File: src/core/rfd_map.vh
`ifndef RFD_MAP_VH
`define RFD_MAP_VH

// Data widths
`define RFD_ANG_W      12
`define RFD_TRIG_W     12
`define RFD_MON_W      16

// Monitor thresholds in monitor units
`define RFD_MON_MIN    16'h2300
`define RFD_MON_MAX    16'h4100
`define RFD_MISMATCH   16'h0600

// Angle thresholds in LSB of a 12-bit circle (4096 per turn)
`define RFD_ERR_SET    12'h039
`define RFD_ERR_CLR    12'h00B

// Rate limit in LSB per position step
`define RFD_VEL_MAX    12'h200

// Reset values
`define RFD_MIN_INIT   16'hFFFF
`define RFD_MAX_INIT   16'h0000
`define RFD_ANG_INIT   12'h000

`endif

File: src/core/rfd_trig.v
`timescale 1ns/1ps
`default_nettype none
`include "rfd_map.vh"

// Sine and cosine from a piecewise-linear quarter wave folded by symmetry.
// Coarse but cheap; the monitor thresholds leave room for its error.
module rfd_trig (
  // Angle
  input  wire [`RFD_ANG_W-1:0]         angle_i,
  // Results, signed Q1.11
  output reg  signed [`RFD_TRIG_W-1:0] sin_o,
  output reg  signed [`RFD_TRIG_W-1:0] cos_o
);

  reg [10:0] q_sin;
  reg [10:0] q_cos;
  reg [9:0]  idx;
  reg [9:0]  idx_c;

  // Linear-segment sine on a quarter wave: cheap, but up to about a quarter low near 45 degrees
  function [10:0] quarter_sine;
    input [9:0] a;
    reg   [11:0] t;
    begin
      t = 12'h000;
      if (a < 10'h100) begin
        t = {1'b0, a, 1'b0} + {2'b00, a[9:0]} - {4'h0, a[9:2]};
      end else if (a < 10'h200) begin
        t = 12'h2C0 + ({2'b00, a} - 12'h100) + ({2'b00, a} - 12'h100) / 12'h002;
      end else if (a < 10'h300) begin
        t = 12'h5C0 + ({2'b00, a} - 12'h200);
      end else begin
        t = 12'h6C0 + ({2'b00, a} - 12'h300) / 12'h004;
      end
      quarter_sine = (t > 12'h7FF) ? 11'h7FF : t[10:0];
    end
  endfunction

  // Fold the angle into one quadrant and restore signs
  always @* begin
    idx   = angle_i[10] ? ~angle_i[9:0] : angle_i[9:0];
    idx_c = angle_i[10] ? angle_i[9:0] : ~angle_i[9:0];
    q_sin = quarter_sine(idx);
    q_cos = quarter_sine(idx_c);
    sin_o = angle_i[11] ? -$signed({1'b0, q_sin}) : $signed({1'b0, q_sin});
    cos_o = (angle_i[11] ^ angle_i[10]) ? -$signed({1'b0, q_cos}) : $signed({1'b0, q_cos});
  end

endmodule
`default_nettype wire

File: src/core/rfd_fault.v
`timescale 1ns/1ps
`default_nettype none
`include "rfd_map.vh"

module rfd_fault (
  // Clock and reset
  input  wire                          clk_i,
  input  wire                          reset_n_i,
  // Demodulated resolver inputs, signed
  input  wire signed [`RFD_TRIG_W-1:0] sin_in_i,
  input  wire signed [`RFD_TRIG_W-1:0] cos_in_i,
  // Tracking loop state
  input  wire [`RFD_ANG_W-1:0]         pos_integ_i,
  input  wire [`RFD_ANG_W-1:0]         vel_integ_i,
  input  wire [`RFD_ANG_W-1:0]         loop_err_i,
  // Sampling strobe, active low
  input  wire                          sample_n_i,
  // Held values
  output reg  [`RFD_ANG_W-1:0]         pos_held_o,
  output reg  [`RFD_ANG_W-1:0]         vel_held_o,
  // Fault outputs, active low
  output reg                           signal_degraded_n_o,
  output reg                           tracking_lost_n_o
);

  reg                          sample_d_r;
  reg                          loss_latch_r;
  reg                          mism_latch_r;
  reg                          lot_err_r;
  reg                          lot_vel_r;
  reg  [`RFD_MON_W-1:0]        mon_min_r;
  reg  [`RFD_MON_W-1:0]        mon_max_r;
  reg  [`RFD_MON_W-1:0]        mon_mag_r;
  reg  [`RFD_ANG_W-1:0]        pos_prev_r;
  reg  [`RFD_ANG_W-1:0]        rate_r;
  wire signed [`RFD_TRIG_W-1:0] sin_phi;
  wire signed [`RFD_TRIG_W-1:0] cos_phi;
  wire signed [23:0]           prod_s;
  wire signed [23:0]           prod_c;
  wire signed [24:0]           mon_sum;
  wire [`RFD_MON_W-1:0]        mon_abs;
  wire [`RFD_ANG_W-1:0]        gap_raw;
  wire [`RFD_ANG_W-1:0]        gap_mag;
  wire [`RFD_ANG_W-1:0]        err_mag;
  wire [`RFD_ANG_W-1:0]        step_raw;
  wire [`RFD_ANG_W-1:0]        vel_mag;
  wire                         sample_fall;
  wire                         sample_rise;
  wire                         loss_now;
  wire                         over_now;
  wire                         mism_now;
  wire                         err_set;
  wire                         err_clr;
  wire                         vel_set;
  wire                         vel_clr;
  reg                          deg_nxt;
  reg                          lot_nxt;

  // Strobe edges; strobe is already synchronous to the clock
  assign sample_fall = sample_d_r & ~sample_n_i;
  assign sample_rise = ~sample_d_r & sample_n_i;

  // Sine and cosine of the held angle, not the integrator
  rfd_trig u_trig (
    .angle_i (pos_held_o),
    .sin_o   (sin_phi),
    .cos_o   (cos_phi)
  );

  // Monitor value, full 24-bit products kept before scaling
  assign prod_s  = sin_in_i * sin_phi;
  assign prod_c  = cos_in_i * cos_phi;
  assign mon_sum = {prod_s[23], prod_s} + {prod_c[23], prod_c};
  assign mon_abs = mon_sum[24] ? 16'h0000 : mon_sum[22:7];

  // Magnitudes of angle differences on the 12-bit circle
  assign gap_raw  = pos_integ_i - pos_held_o;
  assign gap_mag  = gap_raw[11] ? (~gap_raw + 12'h001) : gap_raw;
  assign err_mag  = loop_err_i[11] ? (~loop_err_i + 12'h001) : loop_err_i;
  assign vel_mag  = vel_integ_i[11] ? (~vel_integ_i + 12'h001) : vel_integ_i;
  assign step_raw = pos_integ_i - pos_prev_r;

  // Raw conditions
  assign loss_now = mon_mag_r < `RFD_MON_MIN;
  assign over_now = mon_mag_r > `RFD_MON_MAX;
  assign mism_now = (mon_max_r > mon_min_r) && ((mon_max_r - mon_min_r) > `RFD_MISMATCH);
  assign err_set  = (err_mag > `RFD_ERR_SET) || (gap_mag > `RFD_ERR_SET);
  assign err_clr  = (err_mag < `RFD_ERR_CLR) && (gap_mag < `RFD_ERR_CLR);
  assign vel_set  = vel_mag > `RFD_VEL_MAX;
  assign vel_clr  = (vel_mag < `RFD_VEL_MAX) && (gap_mag < `RFD_ERR_CLR);

  // Capture held values on the strobe falling edge
  always @(posedge clk_i or negedge reset_n_i) begin
    if (!reset_n_i) begin
      sample_d_r <= 1'b1;
      pos_held_o <= `RFD_ANG_INIT;
      vel_held_o <= `RFD_ANG_INIT;
      pos_prev_r <= `RFD_ANG_INIT;
      rate_r     <= `RFD_ANG_INIT;
      mon_mag_r  <= `RFD_MAX_INIT;
    end else begin
      sample_d_r <= sample_n_i;
      pos_prev_r <= pos_integ_i;
      rate_r     <= step_raw;
      mon_mag_r  <= mon_abs;
      if (sample_fall) begin
        pos_held_o <= pos_integ_i;
        vel_held_o <= vel_integ_i;
      end
    end
  end

  // Min/max store, reset by strobe rising edge
  always @(posedge clk_i or negedge reset_n_i) begin
    if (!reset_n_i) begin
      mon_min_r <= `RFD_MIN_INIT;
      mon_max_r <= `RFD_MAX_INIT;
    end else if (sample_rise) begin
      mon_min_r <= `RFD_MIN_INIT;
      mon_max_r <= `RFD_MAX_INIT;
    end else if (!loss_now) begin
      // Skip lost samples so a dropout does not fake a mismatch
      if (mon_mag_r < mon_min_r) mon_min_r <= mon_mag_r;
      if (mon_mag_r > mon_max_r) mon_max_r <= mon_mag_r;
    end
  end

  // Latches: a new loss in the clearing cycle wins over the clear; for mismatch the clear wins
  always @(posedge clk_i or negedge reset_n_i) begin
    if (!reset_n_i) begin
      loss_latch_r <= 1'b0;
      mism_latch_r <= 1'b0;
    end else begin
      loss_latch_r <= loss_now | (loss_latch_r & ~sample_rise);
      mism_latch_r <= (mism_now & ~sample_rise) | (mism_latch_r & ~sample_rise);
    end
  end

  // Tracking loss with hysteresis, not latched
  always @(posedge clk_i or negedge reset_n_i) begin
    if (!reset_n_i) begin
      lot_err_r <= 1'b0;
      lot_vel_r <= 1'b0;
    end else begin
      if (err_set) lot_err_r <= 1'b1;
      else if (err_clr) lot_err_r <= 1'b0;
      if (vel_set) lot_vel_r <= 1'b1;
      else if (vel_clr) lot_vel_r <= 1'b0;
    end
  end

  // Priority encoder: loss, then degradation, then tracking
  always @* begin
    deg_nxt = 1'b1;
    lot_nxt = 1'b1;
    if (loss_latch_r || loss_now) begin
      deg_nxt = 1'b0;
      lot_nxt = 1'b0;
    end else if (over_now || mism_latch_r || mism_now) begin
      deg_nxt = 1'b0;
    end else if (lot_err_r || lot_vel_r) begin
      lot_nxt = 1'b0;
    end
  end

  // Registered fault pins; high after reset
  always @(posedge clk_i or negedge reset_n_i) begin
    if (!reset_n_i) begin
      signal_degraded_n_o <= 1'b1;
      tracking_lost_n_o   <= 1'b1;
    end else begin
      signal_degraded_n_o <= deg_nxt;
      tracking_lost_n_o   <= lot_nxt;
    end
  end

endmodule
`default_nettype wire

File: config.mk
export PLATFORM = sky130hd
export DESIGN_NAME = rfd_fault
export DESIGN_NICKNAME = d
export VERILOG_FILES = /design/src/core/rfd_trig.v /design/src/core/rfd_fault.v
export VERILOG_INCLUDE_DIRS = /design/src /design/src/core
export SDC_FILE = /design/constraint.sdc
export NUM_CORES = 1
export LEC_CHECK = 0
export BUFFER_PORTS_ARGS = -buffer_cell sky130_fd_sc_hd__buf_2
export CAP_MARGIN = 20
export CORE_AREA = 2 2 187 235
export CTS_BUF_LIST = sky130_fd_sc_hd__clkbuf_16
export CTS_CLUSTER_SIZE = 20
export DETAILED_ROUTE_END_ITERATION = 12
export DIE_AREA = 0 0 189 237
export PLACE_DENSITY_LB_ADDON = 0.08
export SYNTH_ARGS = -nofsm -noshare
export SYNTH_HDL_FRONTEND = slang
export SYNTH_SLANG_ARGS = --single-unit
File: constraint.sdc
create_clock -name clk_i -period 12.6 [get_ports clk_i]
set_input_delay 1.89 -clock clk_i [delete_from_list [all_inputs] [get_ports clk_i]]
set_output_delay 1.89 -clock clk_i [all_outputs]
set_load 0.005 [all_outputs]
=== After elaboration in Yosys (flattened, before gate mapping) ===
Index checks and enable logic that the tools add are counted.

* $add $sub $neg: 26
* Multiply operators: 2
* Order comparisons: 20
* Equal/unequal tests: 1
* Mux-type cells: 31
* Bitwise operators: 15
* Reduce and logical (&&, ||, !) cells: 14

{| class="wikitable"
|+ Operator list
! kind !! count
|-
| $mux W12 || 11
|-
| $mux W16 || 7
|-
| $mul A12 B12 Y24 || 2
|-
| $sub A10 B10 Y11 const B || 4
|-
| $lt A10 B10 Y1 const B || 4
|-
| $add A12 B1 Y12 const B || 3
|-
| $not A12 Y12 || 3
|-
| $gt A16 B16 Y1 || 2
|-
| $add A24 B24 Y25 || 1
|-
| $add A10 B12 Y12 const A || 2
|-
| $add A11 B10 Y12 || 2
|-
| $add A11 B10 Y12 const A || 2
|-
| $add A11 B12 Y12 const A || 2
|-
| $add A12 B11 Y12 || 2
|-
| $gt A12 B11 Y1 const B || 2
|-
| $gt A12 B6 Y1 const B || 2
|-
| $lt A12 B4 Y1 const B || 2
|-
| $neg A11 Y12 || 2
|-
| $sub A12 B8 Y12 || 2
|-
| $mux W11 || 2
|-
| $sub A10 B9 Y11 const B || 2
|-
| $lt A10 B9 Y1 const B || 2
|-
| $mux W10 || 2
|-
| $gt A16 B11 Y1 const B || 1
|-
| 18 further kinds || 43
|}

* Register bits after elaboration: 79
* Input port bits: 63
* Output and inout port bits: 26
* Logic and storage cells: 121

=== Logic depth before layout (Yosys ltp) ===
* Word-level depth: 14
* Gate-level depth with buffers: 45
* Gate-level depth less buffers: 40

=== Hierarchy ===
A second synthesis with hierarchy kept.

* Cell total of the unflattened synthesis: 2465
* Area total of the unflattened synthesis: 21423.0 um^2

{| class="wikitable"
|+ By module, submodules not included
! module !! times used !! cells each !! area each (um^2) !! seq. area each (um^2)
|-
| rfd_fault || 1 || 1893 || 17352.9 || 2000.7
|-
| rfd_trig || 1 || 572 || 4070.2 || 0.0
|}

=== Least setup slack after synthesis ===
OpenSTA, ideal clock, no wires.

* Path type: flip-flop to flip-flop
* From: reg pos_held_o[10]
* To: reg mon_mag_r[12]
* Setup time: 0.096 ns
* Data arrival time: 10.533 ns
* Data required time: 12.504 ns
* Path slack: 1.971 ns
* Stages on the path, launching flop included: 43
* Buffers on the path: 5
* Cell sequence: dfrtp_1 -> buf_4 -> buf_4 -> buf_2 -> xor2_1 -> inv_1 -> o21ai_0 -> o21ai_0 -> fa_1 -> a211oi_1 -> o21ai_0 -> and4_1 -> or3_1 -> buf_2 -> nand2b_4 -> inv_4 -> ha_1 -> o2111ai_1 -> (+7 left out) -> fa_1 -> inv_1 -> fa_1 -> fa_1 -> fa_1 -> fa_1 -> inv_1 -> fa_1 -> inv_1 -> ha_1 -> a21oi_1 -> o21ai_0 -> a221o_1 -> a21oi_4 -> o21bai_2 -> a2111o_1 -> and3_1 -> nor4_2

* Longest elaborated chain between the ends: 13
* Elaborated cells between the ends (all ways): 45
* Those cells by class: add/sub (21); mul (2); order compare (8); mux (13); bitwise (1)

{| class="wikitable"
|+ RTL lines
! element !! RTL line !! text
|-
| start, declared || rfd_fault.v:19 || <nowiki>output reg [`RFD_ANG_W-1:0] pos_held_o,</nowiki>
|-
| start signal, assigned || rfd_fault.v:96 || <nowiki>pos_held_o <= `RFD_ANG_INIT;</nowiki>
|-
| start signal, assigned || rfd_fault.v:107 || <nowiki>pos_held_o <= pos_integ_i;</nowiki>
|-
| $mux W10 (on tied branches) || rfd_trig.v:41, rfd_trig.v:42 ||
|-
| $sub A10 B9 Y11 (tied with other cells) || rfd_trig.v:29 || <nowiki>t = 12'h2C0 + ({2'b00, a} - 12'h100) + ({2'b00, a} - 12'h100) / 12'h002;</nowiki>
|-
| $add A10 B12 Y12 (tied with other cells) || rfd_trig.v:29 ||
|-
| $add A12 B11 Y12 / $mux W12 (equally long branches) || rfd_trig.v:29, rfd_trig.v:30 ||
|-
| $mux W12 || rfd_trig.v:28 || <nowiki>end else if (a < 10'h200) begin</nowiki>
|-
| $mux W12 || rfd_trig.v:26 || <nowiki>if (a < 10'h100) begin</nowiki>
|-
| $gt A12 B11 Y1 || rfd_trig.v:35 || <nowiki>quarter_sine = (t > 12'h7FF) ? 11'h7FF : t[10:0];</nowiki>
|-
| $mux W11 || rfd_trig.v:35 ||
|-
| $neg A11 Y12 (on tied branches) || rfd_trig.v:45, rfd_trig.v:46 ||
|-
| $mux W12 (on tied branches) || rfd_trig.v:45, rfd_trig.v:46 ||
|-
| $mul A12 B12 Y24 (on tied branches) || rfd_fault.v:71, rfd_fault.v:72 ||
|-
| $add A24 B24 Y25 (*) || rfd_fault.v:73 || <nowiki>assign mon_sum = {prod_s[23], prod_s} + {prod_c[23], prod_c};</nowiki>
|-
| $mux W16 (*) || rfd_fault.v:74 || <nowiki>assign mon_abs = mon_sum[24] ? 16'h0000 : mon_sum[22:7];</nowiki>
|-
| named net mon_abs[12] || rfd_fault.v:41 || <nowiki>wire [`RFD_MON_W-1:0] mon_abs;</nowiki>
|-
| end signal, assigned || rfd_fault.v:100 || <nowiki>mon_mag_r <= `RFD_MAX_INIT;</nowiki>
|-
| end signal, assigned || rfd_fault.v:105 || <nowiki>mon_mag_r <= mon_abs;</nowiki>
|-
| end, declared || rfd_fault.v:33 || <nowiki>reg [`RFD_MON_W-1:0] mon_mag_r;</nowiki>
|}

Mark *: on every way through the listed nets, which the timed path passes. The rest lies on a longest branch.
A chain may end at the register's enable or synchronous reset.

=== Worst setup path after layout ===
* From: reg pos_held_o[10]
* To: reg mon_mag_r[15]

The elaborated chain is that of the path after synthesis.

==> run_results.csv <==
group,metric,value,unit
routing,postRouteWirelength,55.3,mm
global_route,track_usage,0.258,
final_layout,nets,3129,
routing,drtIter0Drc,1087,
place,gp_congestion,0.951,
timing,setup_viol,0,
timing,hold_violations,0,
floorplan,core-area,0.0426,mm^2
setup_path,cpLargestDelayFamily,"adder cells",
routing,vias_per_cell,5.46,
routing,antenna_left,0,
clock_tree,tritoncts,"built",
place,io_buffers,88,
place,hpwl,47.1,mm
floorplan,dieWidth,189,um
setup_path,cp-start-kind,"register",
final_layout,final_common_cell,"inv_1",
logic_synthesis,synth-edff-count,0,
logic_synthesis,yosys_most_used_dff,"dfrtp_1",
timing,final.period_utilization,0.925,
logic_synthesis,ys_warn_count,0,
hold_path,hp-class,"register to register",
logic_synthesis,ys_ff_latch,79,
global_route,grt_pass1_vias,17800,
timing,period_needed,11.65,ns
setup_path,cp-end-kind,"register",
routing,drc,0,
setup_path,cpPeakStageDelay,0.68,ns
setup_path,worstPathRequired,12.87,ns
timing,rsz0062_at_grt,"false",
setup_path,cpMaxStageDelayCell,"xnor2_1",
setup_path,cpMostUsedCell,"fa_1",
setup_path,critPathArrivalTime,11.92,ns
clock_tree,cts_buffers,9,
clock_tree,insertion_delay,0.35,ns
run_status,status,"complete, no violations",
floorplan,start_util,0.496,
clock_tree,h-tree-depth,3,
final_layout,drive_gt1_frac,0.0788,
final_layout,syn_to_final_growth,6.25,%
floorplan,rows,85,
setup_path,critPathBufInv,7,
clock_tree,post_cts_buffers,0,
global_route,overflow,0,
timing,slew_headroom,0.292,
routing,wl_per_cell,17.9,um
global_route,grt_antenna_before_repair,2,
clock_tree,cts_hold_buf,0,
global_route,grt_max_degree,63,
flow_run,drv_cap,0,
clock_tree,clkSlewWorstSetupHoldPaths,0.07,ns
setup_path,cp_max_fo,16,
final_layout,layout_common_cells,"inv_1 (481), fa_1 (338), nand2_1 (300)",
routing,num_vias,16900,
floorplan,die_h,237,um
global_route,grt_pass1_wl,92.2,mm
logic_synthesis,synthArstFlopShare,1.00,
timing,tns,0,ns
timing,timing.final.max_slew_violations,0,
timing,skew,0.0141,ns
floorplan,die-area,0.0448,mm^2
setup_path,crit_type,"register to register",
logic_synthesis,yosysUniqueCellTypes,83,
logic_synthesis,avgSynthCellArea,8.52,um^2
timing,worstMarginPinSlew,1.05,ns
clock_tree,clock_path_buffers,2,
routing,first_pass_iters,5,
logic_synthesis,netlist_area,0.0211,mm^2
logic_synthesis,yosysSeqAreaShare,0.0947,
clock_tree,cts_root_buffer,"clkbuf_16",
clock_tree,cts.sinks,79,
logic_synthesis,syn_inst,2481,
logic_synthesis,syn_nets,3090,
timing,fmax,0.0858,GHz
floorplan,ios,89,
## tightest hold or removal path, delay by kind of cell (launching register included)
kind | cells | cell delay [ns]
simple gates | 2 | 0.10
flops | 1 | 0.34
## worst paths after layout
check	slack (ns)	endpoint	start	cells after the start
min	0.47	vel_held_o[9]	vel_held_o[9]	2
max in group asynchronous	10.10	mon_max_r[13]	reset_n_i	2
max	0.95	mon_mag_r[15]	pos_held_o[10]	38
max reg2reg	0.95	mon_mag_r[15]	pos_held_o[10]	38
min reg2reg	0.47	vel_held_o[9]	vel_held_o[9]	2
min in group asynchronous	1.41	pos_held_o[3]	reset_n_i	1
## layer usage
| metal | routed length [um] | global-route usage | up-vias |
|---|---|---|---|
| met4 | 1680 | 0.0826 | 2 |
| li1 | - | - | 8044 |
| met3 | 2160 | 0.0233 | 86 |
| met1 | 24400 | 0.343 | 8350 |
| met2 | 27100 | 0.444 | 383 |
| met5 | 10 | 0 | - |
## sequential cells by signal, indices dropped and copies added (netlist names)
register	cells
mon_mag_r	16
lot_err_r	1
tracking_lost_n_o	1
lot_vel_r	1
pos_held_o	12
signal_degraded_n_o	1
mon_max_r	16
mon_min_r	16
sample_d_r	1
loss_latch_r	1
vel_held_o	12
mism_latch_r	1
## cells in the mapped netlist (7+ instances only)
cell | count | area share
inv_1 | 479 | 0.085
fa_1 | 338 | 0.32
nand2_1 | 300 | 0.053
ha_1 | 208 | 0.12
nor2_1 | 99 | 0.018
o21ai_0 | 95 | 0.022
and2_1 | 86 | 0.025
clkbuf_1 | 85 | 0.015
a21oi_1 | 81 | 0.019
xnor2_1 | 81 | 0.034
dfrtp_1 | 60 | 0.071
nor3_1 | 47 | 0.011
a21o_1 | 46 | 0.016
nand3_1 | 43 | 0.010
o211ai_1 | 41 | 0.015
xor2_1 | 35 | 0.015
nand2b_1 | 31 | 0.0092
nor2b_1 | 30 | 0.0089
a211oi_1 | 21 | 0.0075
dfstp_2 | 19 | 0.024
mux2i_1 | 19 | 0.0090
o21a_1 | 18 | 0.0064
a31oi_1 | 14 | 0.0041
nand4_1 | 14 | 0.0041
or2_2 | 14 | 0.0041
nor4_1 | 12 | 0.0036
buf_2 | 11 | 0.0026
o21bai_1 | 11 | 0.0039
or3_1 | 10 | 0.0030
and3_1 | 7 | 0.0021
## logic make-up after synthesis
family / after synthesis / share of synthesized area
fa+ha+maj: 546 / 0.443
compound gates: 413 / 0.133
xor+xnor: 117 / 0.0494
flops: 79 / 0.0947
buf+inv: 582 / 0.105
simple gates: 723 / 0.165
mux: 21 / 0.0101
## layout make-up
class | count | area, um^2
repair buffers | 128 | 743
multi-input cells | 1820 | 16900
diodes | 1 | 2.50
clock buffers | 9 | 225
well taps | 565 | 707
inverters | 482 | 1810
clock inverters | 7 | 32.5
fillers | 4083 | 20200
flip-flops and latches | 79 | 2000
## per-stage QoR
stage | instance area (um^2) | utilization | worst slack [ns] | instances | hold WS, ns
after floorplan | 21100 | - | 1.97 | 2481 | 0.450
after global routing | 22500 | 0.527 | 0.121 | 3091 | 0.500
final | 22500 | 0.527 | 0.950 | 3091 | 0.474
after global placement | 22200 | 0.520 | 1.06 | 3074 | 0.456
after detailed placement | 22200 | 0.520 | 0.839 | 3074 | 0.458
after CTS | 22500 | 0.526 | 0.777 | 3090 | 0.480
## timing repair
item	4_1_cts	5_1_grt
hold endpoints to repair	0	0
endpoints found under the setup margin	0	3
gates resized for setup	0	1
Power is left out: the tool's default activity adds up to more than one toggle a clock period on the data nets, which glitch-free logic cannot reach.
